`config.mk`:
```
export PLATFORM = sky130hd
export DESIGN_NAME = counter_control_and_readout
export DESIGN_NICKNAME = d
export VERILOG_FILES = /design/src/core/counter_control_pkg.sv /design/src/core/counter_control_and_readout.sv
export SDC_FILE = /design/constraint.sdc
export NUM_CORES = 2
export LEC_CHECK = 0
export BUFFER_PORTS_ARGS = -buffer_cell sky130_fd_sc_hd__buf_2
export CELL_PAD_IN_SITES_DETAIL_PLACEMENT = 1
export CELL_PAD_IN_SITES_GLOBAL_PLACEMENT = 2
export CORE_AREA = 2 2 702 704
export CTS_CLUSTER_SIZE = 14
export DETAILED_ROUTE_END_ITERATION = 10
export DIE_AREA = 0 0 704 706
export PLACE_DENSITY = 0.33
export SLEW_MARGIN = 10
export SYNTH_ARGS = -nofsm -noshare
export SYNTH_HDL_FRONTEND = slang
export SYNTH_SLANG_ARGS = --single-unit
```
`constraint.sdc`:
```
create_clock -name mclk_i -period 4.08 [get_ports mclk_i]
set_input_delay 0.816 -clock mclk_i [delete_from_list [all_inputs] [get_ports mclk_i]]
set_output_delay 0.816 -clock mclk_i [all_outputs]
set_load 0.005 [all_outputs]
```
`src/core/counter_control_pkg.sv`:
```
// Purpose : constants shared by the counter control and readout block
// Assumes : present values are signed bcd, eight digits, sign in top digit
// Notes   : codes and limits as the command set defines them
`default_nettype none
package counter_control_pkg;
    localparam logic [1:0]  PORT_CTR0     = 2'h0;
    localparam logic [1:0]  PORT_CTR1     = 2'h1;
    localparam logic [1:0]  PORT_CTR2     = 2'h2;
    localparam logic [1:0]  CTL_CMP_START = 2'h0;
    localparam logic [1:0]  CTL_CMP_STOP  = 2'h1;
    localparam logic [1:0]  CTL_PV_LOAD   = 2'h2;
    localparam logic [1:0]  CTL_PULSE_OFF = 2'h3;
    localparam logic [1:0]  RD_PV         = 2'h0;
    localparam logic [1:0]  RD_STATUS     = 2'h1;
    localparam logic [1:0]  RD_RANGES     = 2'h2;
    // present value limits per counter mode
    localparam logic [31:0] PV0_UD_MIN    = 32'hF003_2767;
    localparam logic [31:0] PV0_UD_MAX    = 32'h0003_2767;
    localparam logic [31:0] PV0_INC_MAX   = 32'h0006_5535;
    localparam logic [31:0] PV12_LIN_MIN  = 32'hF838_8607;
    localparam logic [31:0] PV12_LIN_MAX  = 32'h0838_8607;
    localparam logic [31:0] PV12_RING_MAX = 32'h0006_4999;
    localparam logic [31:0] PV_ZERO       = 32'h0000_0000;
    localparam logic [3:0]  NEG_DIGIT     = 4'hF;
    // status word bit positions
    localparam int unsigned ST_CMP        = 0;
    localparam int unsigned ST_OVF        = 1;
    localparam int unsigned ST_DECEL      = 4;
    localparam int unsigned ST_TOTAL      = 5;
    localparam int unsigned ST_DONE       = 6;
    localparam int unsigned ST_ACTIVE     = 7;
    localparam logic [15:0] WORD_ZERO     = 16'h0000;
endpackage : counter_control_pkg
`default_nettype wire

```
`src/core/counter_control_and_readout.sv`:
```
// Purpose : executes the counter control command and counter read command
// Assumes : all command and status inputs come from logic on mclk_i
// Notes   : counting and pulse generation live elsewhere; this block holds
//           loaded present values, comparison enables and the error flag
// Notes on behaviour
// port selector 0, 1, 2 picks counter or pulse port 0, 1, 2
// control code 0 starts range comparison on the selected counter
// control code 1 stops range comparison on the selected counter
// control code 2 loads eight digits, low word right digits, next word left
// control code 3 stops pulse output on the selected port
// a command with its execution condition false does nothing at all
// the program passes zero as value unless control code is 2
// counter 0 value limits: up/down F0032767..00032767, incrementing 0..00065535
// top digit F means negative, other digits give magnitude
// counters 1 and 2: linear F8388607..08388607, ring 0..00064999
// absolute counters 1 and 2 refuse a present value load
// incompatible port and function or invalid operand sets the error flag
// control command from interrupt during main counter command sets error
// read code 0 returns eight digit value, lower word first
// absolute counters read 0..4095 or 0..0359, upper word zero
// status bit 0 comparing, bit 1 underflow or overflow seen
// status bits 4 decel, 5 total count, 6 done, 7 outputting
// undefined status bits read as zero
// absolute counters report only status bit 0, others zero
// read code 2 returns bits 0..7 in range flags for ranges 1..8
// status and range results are live, not once-per-scan copies
// a second word beyond the data area end sets the error flag
// each range flag is set while value lies inside its range; the code sets it only while comparison runs
// unlisted selector or code sets error and changes nothing
`default_nettype none
module counter_control_and_readout
    import counter_control_pkg::*;
#(
    parameter int unsigned NUM_CTR    = 3,
    parameter int unsigned NUM_RANGES = 8
)(
    input  wire logic        mclk_i,
    input  wire logic        rst_i,
    // control command
    input  wire logic        ctl_req_i,
    input  wire logic        ctl_cond_i,
    input  wire logic [1:0]  ctl_port_i,
    input  wire logic [1:0]  ctl_code_i,
    input  wire logic [15:0] value_source_words_lo_i,
    input  wire logic [15:0] value_source_words_hi_i,
    input  wire logic        ctl_past_end_i,
    input  wire logic        ctl_bad_operand_i,
    input  wire logic        in_interrupt_i,
    input  wire logic        main_busy_i,
    // read command
    input  wire logic        rd_req_i,
    input  wire logic        rd_cond_i,
    input  wire logic [1:0]  rd_port_i,
    input  wire logic [1:0]  rd_code_i,
    input  wire logic        rd_past_end_i,
    input  wire logic        rd_bad_operand_i,
    // counter configuration and live state from the counting logic
    input  wire logic        ctr0_updown_i,
    input  wire logic [1:0]  ctr12_ring_i,
    input  wire logic [1:0]  ctr12_absolute_i,
    input  wire logic [1:0]  ctr12_degree_i,
    input  wire logic [1:0][15:0] abs_pv_i,
    input  wire logic [NUM_CTR-1:0] ovf_seen_i,
    input  wire logic [NUM_CTR-1:0] decel_spec_i,
    input  wire logic [NUM_CTR-1:0] total_spec_i,
    input  wire logic [NUM_CTR-1:0] pulse_done_i,
    input  wire logic [NUM_CTR-1:0] pulse_active_i,
    input  wire logic [NUM_CTR-1:0][NUM_RANGES-1:0][31:0] range_lo_i,
    input  wire logic [NUM_CTR-1:0][NUM_RANGES-1:0][31:0] range_hi_i,
    // results
    output logic [NUM_CTR-1:0][31:0] present_value_o,
    output logic [NUM_CTR-1:0]       cmp_running_o,
    output logic [NUM_CTR-1:0][NUM_RANGES-1:0] in_range_o,
    output logic [NUM_CTR-1:0]       pulse_stop_o,
    output logic                     error_flag_o,
    output logic                     rd_valid_o,
    output logic [15:0]              rd_word_lo_o,
    output logic [15:0]              rd_word_hi_o
);

    ////////////////////////////////////////////////////////////////////////////
    // helpers for signed bcd values

    // every digit decimal, except the top one which may be the sign digit
    function automatic logic is_bcd(input logic [31:0] v);
        logic ok;
        ok = (v[31:28] <= 4'h9) || (v[31:28] == NEG_DIGIT);
        for (int i = 0; i < 7; i++)
        begin
            if (v[i*4 +: 4] > 4'h9)
            begin
                ok = 1'b0;
            end
        end
        return ok;
    endfunction : is_bcd

    // signed compare a <= b; bcd digit order matches hex order of magnitude
    function automatic logic bcd_le(input logic [31:0] a, input logic [31:0] b);
        logic an;
        logic bn;
        an = (a[31:28] == NEG_DIGIT);
        bn = (b[31:28] == NEG_DIGIT);
        if (an != bn)
        begin
            return an;
        end
        if (an)
        begin
            return a[27:0] >= b[27:0];
        end
        return a[27:0] <= b[27:0];
    endfunction : bcd_le

    ////////////////////////////////////////////////////////////////////////////
    // state

    typedef struct packed {
        logic [NUM_CTR-1:0][31:0] pv;
        logic [NUM_CTR-1:0]       cmp_run;
        logic [NUM_CTR-1:0]       pulse_stop;
        logic                     err;
        logic                     rd_valid;
        logic [15:0]              rd_lo;
        logic [15:0]              rd_hi;
    } state_t;

    state_t state;
    state_t next_state;

    logic [NUM_CTR-1:0][NUM_RANGES-1:0] in_range;
    logic [31:0] load_val;
    logic [31:0] pv_min;
    logic [31:0] pv_max;
    logic        ctl_go;
    logic        rd_go;
    logic        ctl_abs;
    logic        rd_abs;

    // range flags follow the live value, so a read never sees a stale copy
    generate
        for (genvar c = 0; c < NUM_CTR; c++)
        begin : g_ctr
            for (genvar r = 0; r < NUM_RANGES; r++)
            begin : g_rng
                assign in_range[c][r] = state.cmp_run[c]
                    && bcd_le(range_lo_i[c][r], state.pv[c])
                    && bcd_le(state.pv[c], range_hi_i[c][r]);
            end
        end
    endgenerate

    // command qualification and limits of the selected counter
    assign ctl_go   = ctl_req_i && ctl_cond_i;
    assign rd_go    = rd_req_i && rd_cond_i;
    assign load_val = {value_source_words_hi_i, value_source_words_lo_i};
    assign ctl_abs  = (ctl_port_i != PORT_CTR0) && (ctl_port_i <= PORT_CTR2)
                      && ctr12_absolute_i[ctl_port_i[1]];
    assign rd_abs   = (rd_port_i != PORT_CTR0) && (rd_port_i <= PORT_CTR2)
                      && ctr12_absolute_i[rd_port_i[1]];

    always_comb
    begin
        if (ctl_port_i == PORT_CTR0)
        begin
            pv_min = ctr0_updown_i ? PV0_UD_MIN : PV_ZERO;
            pv_max = ctr0_updown_i ? PV0_UD_MAX : PV0_INC_MAX;
        end
        else if (ctr12_ring_i[ctl_port_i[1]])
        begin
            pv_min = PV_ZERO;
            pv_max = PV12_RING_MAX;
        end
        else
        begin
            pv_min = PV12_LIN_MIN;
            pv_max = PV12_LIN_MAX;
        end
    end

    ////////////////////////////////////////////////////////////////////////////
    // next state: control command first, then read command

    always_comb
    begin
        logic [1:0] p;
        logic [1:0] rp;
        logic [15:0] st;
        p          = ctl_port_i;
        rp         = rd_port_i;
        st         = WORD_ZERO;
        next_state = state;
        next_state.pulse_stop = '0;
        next_state.rd_valid   = 1'b0;
        if (ctl_go)
        begin
            next_state.err = 1'b0;
            if (p > PORT_CTR2 || ctl_bad_operand_i
                || (in_interrupt_i && main_busy_i))
            begin
                next_state.err = 1'b1;
            end
            else
            begin
                case (ctl_code_i)
                    CTL_CMP_START: next_state.cmp_run[p] = 1'b1;
                    CTL_CMP_STOP:  next_state.cmp_run[p] = 1'b0;
                    CTL_PV_LOAD:
                    begin
                        // refuse abs counters, past-end pair, bad or out of range value
                        if (ctl_abs || ctl_past_end_i || !is_bcd(load_val)
                            || !bcd_le(pv_min, load_val) || !bcd_le(load_val, pv_max))
                        begin
                            next_state.err = 1'b1;
                        end
                        else
                        begin
                            next_state.pv[p] = load_val;
                        end
                    end
                    CTL_PULSE_OFF: next_state.pulse_stop[p] = 1'b1;
                    default:       next_state.err = 1'b1;
                endcase
            end
        end
        if (rd_go)
        begin
            next_state.err = ctl_go && next_state.err;
            if (rp > PORT_CTR2 || rd_bad_operand_i || (in_interrupt_i && main_busy_i)
                || (rd_code_i == RD_PV && rd_past_end_i))
            begin
                next_state.err = 1'b1;
            end
            else
            begin
                // status bits are taken from live inputs, not scan copies
                if (rd_abs)
                begin
                    st[ST_CMP] = state.cmp_run[rp];
                end
                else
                begin
                    st[ST_CMP]    = state.cmp_run[rp];
                    st[ST_OVF]    = ovf_seen_i[rp];
                    st[ST_DECEL]  = decel_spec_i[rp];
                    st[ST_TOTAL]  = total_spec_i[rp];
                    st[ST_DONE]   = pulse_done_i[rp];
                    st[ST_ACTIVE] = pulse_active_i[rp];
                end
                case (rd_code_i)
                    RD_PV:
                    begin
                        next_state.rd_valid = 1'b1;
                        if (rd_abs)
                        begin
                            next_state.rd_lo = abs_pv_i[rp[1]];
                            next_state.rd_hi = WORD_ZERO;
                        end
                        else
                        begin
                            next_state.rd_lo = state.pv[rp][15:0];
                            next_state.rd_hi = state.pv[rp][31:16];
                        end
                    end
                    RD_STATUS:
                    begin
                        next_state.rd_valid = 1'b1;
                        next_state.rd_lo    = st;
                        next_state.rd_hi    = WORD_ZERO;
                    end
                    RD_RANGES:
                    begin
                        next_state.rd_valid = 1'b1;
                        next_state.rd_lo    = {8'h00, in_range[rp]};
                        next_state.rd_hi    = WORD_ZERO;
                    end
                    default: next_state.err = 1'b1;
                endcase
            end
        end
    end

    // one register for all state
    always_ff @(posedge mclk_i)
    begin
        if (rst_i)
        begin
            state <= '0;
        end
        else
        begin
            state <= next_state;
        end
    end

    assign present_value_o = state.pv;
    assign cmp_running_o   = state.cmp_run;
    assign in_range_o      = in_range;
    assign pulse_stop_o    = state.pulse_stop;
    assign error_flag_o    = state.err;
    assign rd_valid_o      = state.rd_valid;
    assign rd_word_lo_o    = state.rd_lo;
    assign rd_word_hi_o    = state.rd_hi;
endmodule : counter_control_and_readout
`default_nettype wire

```
# Yosys cells after proc, flatten, opt, wreduce, memory -nomap -nowiden

Index checks and enable logic that the tools add are counted.

Register bits after elaboration: 136
Logic and storage cells: 733
Input bits: 1,642

Equality and inequality tests: 109
Bitwise operators: 9
Reductions and logical operators: 84
$lt $le $gt $ge: 117
Multiplexer cells: 405

Operator list:

| operator           | count |
|---|---|
| $ge 28x28->1       | 50 |
| $le 28x28->1       | 50 |
| $mux 1             | 377 |
| $eq 4x4->1 const B | 53 |
| $mux 32            | 6 |
| $pmux 33 s3        | 1 |
| $bwmux 96          | 1 |
| $bmux 32 s2        | 1 |
| $demux 32 s2       | 1 |
| $logic_and 1x1->1  | 58 |
| $mux 28            | 2 |
| $ne 1x1->1         | 50 |
| $mux 34            | 1 |
| $mux 33            | 1 |
| $mux 16            | 2 |
| $gt 4x4->1 const B | 7 |
| $mux 19            | 1 |
| $bmux 8 s2         | 1 |
| $bmux 1 s2         | 6 |
| $logic_or 1x1->1   | 10 |
| $mux 8             | 1 |
| $eq 2x2->1 const B | 3 |
| $logic_not 2->1    | 3 |
| $lt 2x3->1 const B | 2 |
| other kinds (21)   | 36 |

# Logic depth before layout (Yosys ltp)

Word-level depth: 30
Depth in mapped cells: 18
Depth with buffers taken out: 16

# Least setup slack after synthesis

No wires, ideal clock.

Kind: input-to-reg
Start: input ctl_port_i[1]
End: register state (netlist bit present_value_o[68])
Setup slack: 0.107 ns
Stages: 15
Data arrival time: 3.846 ns
Setup time: 0.128 ns
Data required time: 3.952 ns
Cell sequence: mux2_2 nor2_1 inv_1 nand2_1 ha_1 a21o_1 a21o_1 maj3_1 a21o_1 o211ai_2 and4b_1 buf_4 buf_6 mux2i_1 nor2_1

Cells in the longest elaborated chain, start to end: 20

Ends and longest elaborated chain:

| item                                                  | RTL line                           | text |
|---|---|---|
| from (decl)                                           | counter_control_and_readout.sv:42  | `input wire logic [1:0] ctl_port_i,` |
| branches (longest 20 deep; another with $ge 28x28->1) | -                                  |  |
| to (signal assigned)                                  | counter_control_and_readout.sv:292 | `state <= next_state;` |
| to (decl)                                             | counter_control_and_readout.sv:128 | `state_t state;` |

Parallel ways; which one is timed is not known. The select of a mux whose other input is x is not followed.
A chain may end at the register's enable or synchronous reset.

==> reports/qor.txt <==
Status: finished with violations
Failing checks: negative setup slack
Vias in the first global route: 57,830
P_int: 4.010 mW
CTS Sinks: 136
Crit Path Class: flop to primary output
Clock Latency Late Sink: 0.54 ns
Total global routing overflow: 0
Post-route ant nets: 0
PwrDens: 93.79 nW/um^2
GP Congestion: 0.8333
Simple-gate area share of the yosys netlist: 17.43%
Combinational Power Share: 51.6%
CTS tree: yes
Top_reg_cell synth: dfxtp_1
Final Max Slew Viols: 0
Final Cycle Share: 121.9%
Total Routed Length: 432,800 um
Synthesized area per cell: 7.688 um^2
Routed vias/inst: 3.663
Ys async rst share: 0%
First-pass GRT wire length: 554,900 um
Share of cells above drive strength 1: 41.57%
Yosys warnings: 0
Post-synthesis register bit count: 136
Library cells used by synthesis: 75
Residual DRC count: 0
Hold Path Class: flop to flop
Sum Neg Setup Slack: -6.178 ns
Htree depth: 4
Pin count of the biggest net entering global routing: 53
DRT Pass-1 Iters: 4
Die height: 706 um
Tightest Pin Transition: 1.160 ns
Worst IR Drop VDD: 0.2220 mV
Req. time, crit path: 3.26 ns
Mapped Cells: 5,251
Vias: 53,350
Average wire per standard cell: 29.71 um
Compound-cell area share of the yosys netlist: 20.69%
Fillers: 58,480
Clock Pin Slew Worst Setup and Hold Paths: 0.06 ns
Count of final hold-check violations: 0
Die area: 497,000 um^2
Crit-path slowest cell: nand4_1
Cell Area, Synth: 40,370 um^2
IO buf count: 1,799
Non-filler cells, final: 14,570
Starting DRC count in detailed routing: 1,988
Placed cell count: 14,220
Site row count: 257
CP delay by family, top: simple AND/OR/NAND/NOR gates
LEAKAGE: 35.72 nW
CP Buf/Inv Count: 5
Final setup fails: 22
Power Total: 6.677 mW
Worst Skew: 0.03769 ns
Worst Path Max Fanout: 3
Final Net Count: 11,000
Storage element area: 2887 um^2
Clock Tree Root: clkbuf_16
Slowest Stage Delay on Critical Path: 0.50 ns
Seq/Total Area, Yosys: 6.744%
Initial Utilization: 8.254%
Clock power share: 28.7%
Finished Cell Area: 71,190 um^2
Max Clock Freq: 201.1 MHz
I/O pin total: 1,802
Post-synthesis xor/xnor area fraction: 0%
DP Wirelength: 392,300 um
Max-cap violations: 0
Synth Area in Adders: 42.85%
All-layer global routing usage: 16.74%
CP Data Arrival Time: 4.16 ns
Die Width: 704 um
Mux contribution to synthesized area: 3.952%
Area of the core: 489,100 um^2
Unrepaired setup endpoints after global routing: yes
Max_slew headroom: 22.64%
Initial antenna violation count: 429
Reg power frac: 19.7%
Sw frac: 39.94%
Cell Area, Placed: 64,390 um^2
Critical path cell sequence: clkinvlp_4 -> buf_12 -> ha_4 -> nand4_1 -> buf_4 -> or4_4 -> buf_12 -> or4_4 -> o211ai_1 -> o311a_1 -> and3_4 -> buf_6
Crit start category: flop
Area delta synth->final: 76.34%
Post-synth EDFFs: 0
Largest family of logic cells by synthesized area: adder cells
Tmin final: 4.972 ns
Hold slack: 0.5066 ns
Max Root-Sink Buffers: 3
Switching Power: 2.667 mW
CP Capture Type: primary output
Multi-input logic area: 37,610 um^2
Syn nets: 8,274
Post-route setup slack: -0.8921 ns
Inserted Clock Buffers: 25
-- metrics by stage --
step / utilization, % / setup slack (ns)
3_5_place_dp: 13.16 / -1.314
5_1_grt: 14.52 / -1.073
4_1_cts: 14.20 / -1.275
3_3_place_gp: 13.16 / -1.896
2_1_floorplan: - / 0.1066
6_report: 14.56 / -0.8921
-- flip-flops by register name, summed over array words and instances (netlist names), named ones only --
register	count
error_flag_o	1
pulse_stop_o	3
rd_word_hi_o	16
rd_valid_o	1
present_value_o	96
rd_word_lo_o	16
-- worst min-delay path, delay by kind of cell, from the launching register on --
family	cells	cell delay, ns
flops	1	0.32
simple gates	1	0.08
compound gates	1	0.08
-- power by group through the flow --
| stage | registers (mW) | logic (mW) | clock network (mW) |
|---|---|---|---|
| floorplan | 1.36 | 1.30 | 0 |
| global placement | 1.37 | 3.20 | 0 |
| detailed placement | 1.37 | 3.29 | 0 |
| CTS | 1.32 | 3.47 | 2.01 |
| global route | 1.31 | 3.86 | 2.04 |
| finish | 1.31 | 3.44 | 1.92 |
-- final cells by class --
cell class,count,area share (%)
Clock inverter,3,0.02461
Tap cell,6475,11.38
Antenna cell,114,0.4007
Inverter,815,4.487
Clock buffer,29,0.9420
Sequential cell,136,4.055
Timing Repair Buffer,2760,25.88
Multi-Input combinational cell,4234,52.83
-- what timing repair did --
| item | in CTS | in global routing |
|---|---|---|
| endpoints found under the setup margin | 34 | 99 |
| gates resized for setup | 607 | 235 |
| hold buffers | 0 | 0 |
| setup buffers | 189 | 56 |
| cloned | 0 | 2 |
| pin swaps | 194 | 164 |
-- routing by layer --
| layer | GRT usage [%] | vias up | part of all wire (%) |
|---|---|---|---|
| met3 | 3.106 | 726 | 4.5 |
| li1 | - | 25180 | - |
| met1 | 19.14 | 25590 | 40 |
| met5 | 0 | - | 0.30 |
| met2 | 31.97 | 1653 | 52 |
| met4 | 3.502 | 204 | 2.5 |
-- path summary, 6_finish.rpt --
path / slack, ns / cells after the start / from / to
worst max-delay path: -0.89 / 12 / present_value_o[56] / in_range_o[15]
worst min-delay path: 0.51 / 2 / rd_word_lo_o[9] / rd_word_lo_o[9]
worst max register to register: 0.08 / 16 / present_value_o[69] / rd_word_lo_o[0]
worst min register to register: 0.51 / 2 / rd_word_lo_o[9] / rd_word_lo_o[9]
-- logic make-up (layout without fill, tap and decap cells) --
kind of cell / Yosys count / after routing
adders and majority gates: 1383 / 1383
and+or+nand+nor: 1363 / 1363
AOI/OAI and AO/OA: 1330 / 1330
buffers and inverters: 881 / 3607
muxes: 158 / 158
DFF: 136 / 136
other: 0 / 114
-- synthesized netlist by cell type (13+ instances only) --
cell | count | area share (%)
ha_1 | 1381 | 43
nand4_1 | 313 | 4.9
a211oi_1 | 56 | 1.0
a21oi_1 | 541 | 6.7
nor4_1 | 42 | 0.65
o31ai_1 | 15 | 0.28
and2_1 | 13 | 0.20
a31oi_1 | 16 | 0.25
clkbuf_1 | 45 | 0.42
inv_1 | 815 | 7.6
nor2_1 | 247 | 2.3
o21ai_0 | 224 | 2.8
o211ai_1 | 67 | 1.2
nand2b_1 | 13 | 0.20
a2111oi_0 | 13 | 0.28
a21boi_0 | 34 | 0.63
a221o_1 | 16 | 0.40
a22oi_1 | 28 | 0.52
a221oi_1 | 44 | 0.95
nand3_1 | 146 | 1.8
nor3_1 | 74 | 0.92
a21o_1 | 142 | 2.6
and4_1 | 59 | 1.3
nor2b_1 | 56 | 0.87
dfxtp_1 | 136 | 6.7
mux2i_1 | 147 | 3.6
nand2_1 | 328 | 3.0
o21a_1 | 21 | 0.39
-- placed cells by master (no fill, tap or decap), types with 67 or more instances in the layout --
| master | count |
|---|---|
| nand3_1 | 133 |
| mux2i_1 | 146 |
| buf_4 | 721 |
| inv_1 | 774 |
| a21oi_1 | 494 |
| nand4_1 | 313 |
| dfxtp_1 | 71 |
| o211ai_1 | 67 |
| nor2_1 | 236 |
| o21ai_0 | 175 |
| ha_4 | 83 |
| buf_2 | 1775 |
| diode_2 | 114 |
| buf_12 | 122 |
| a21o_1 | 142 |
| buf_6 | 120 |
| ha_1 | 1297 |
| nand2_1 | 317 |
(Power assumes the default switching activity.)
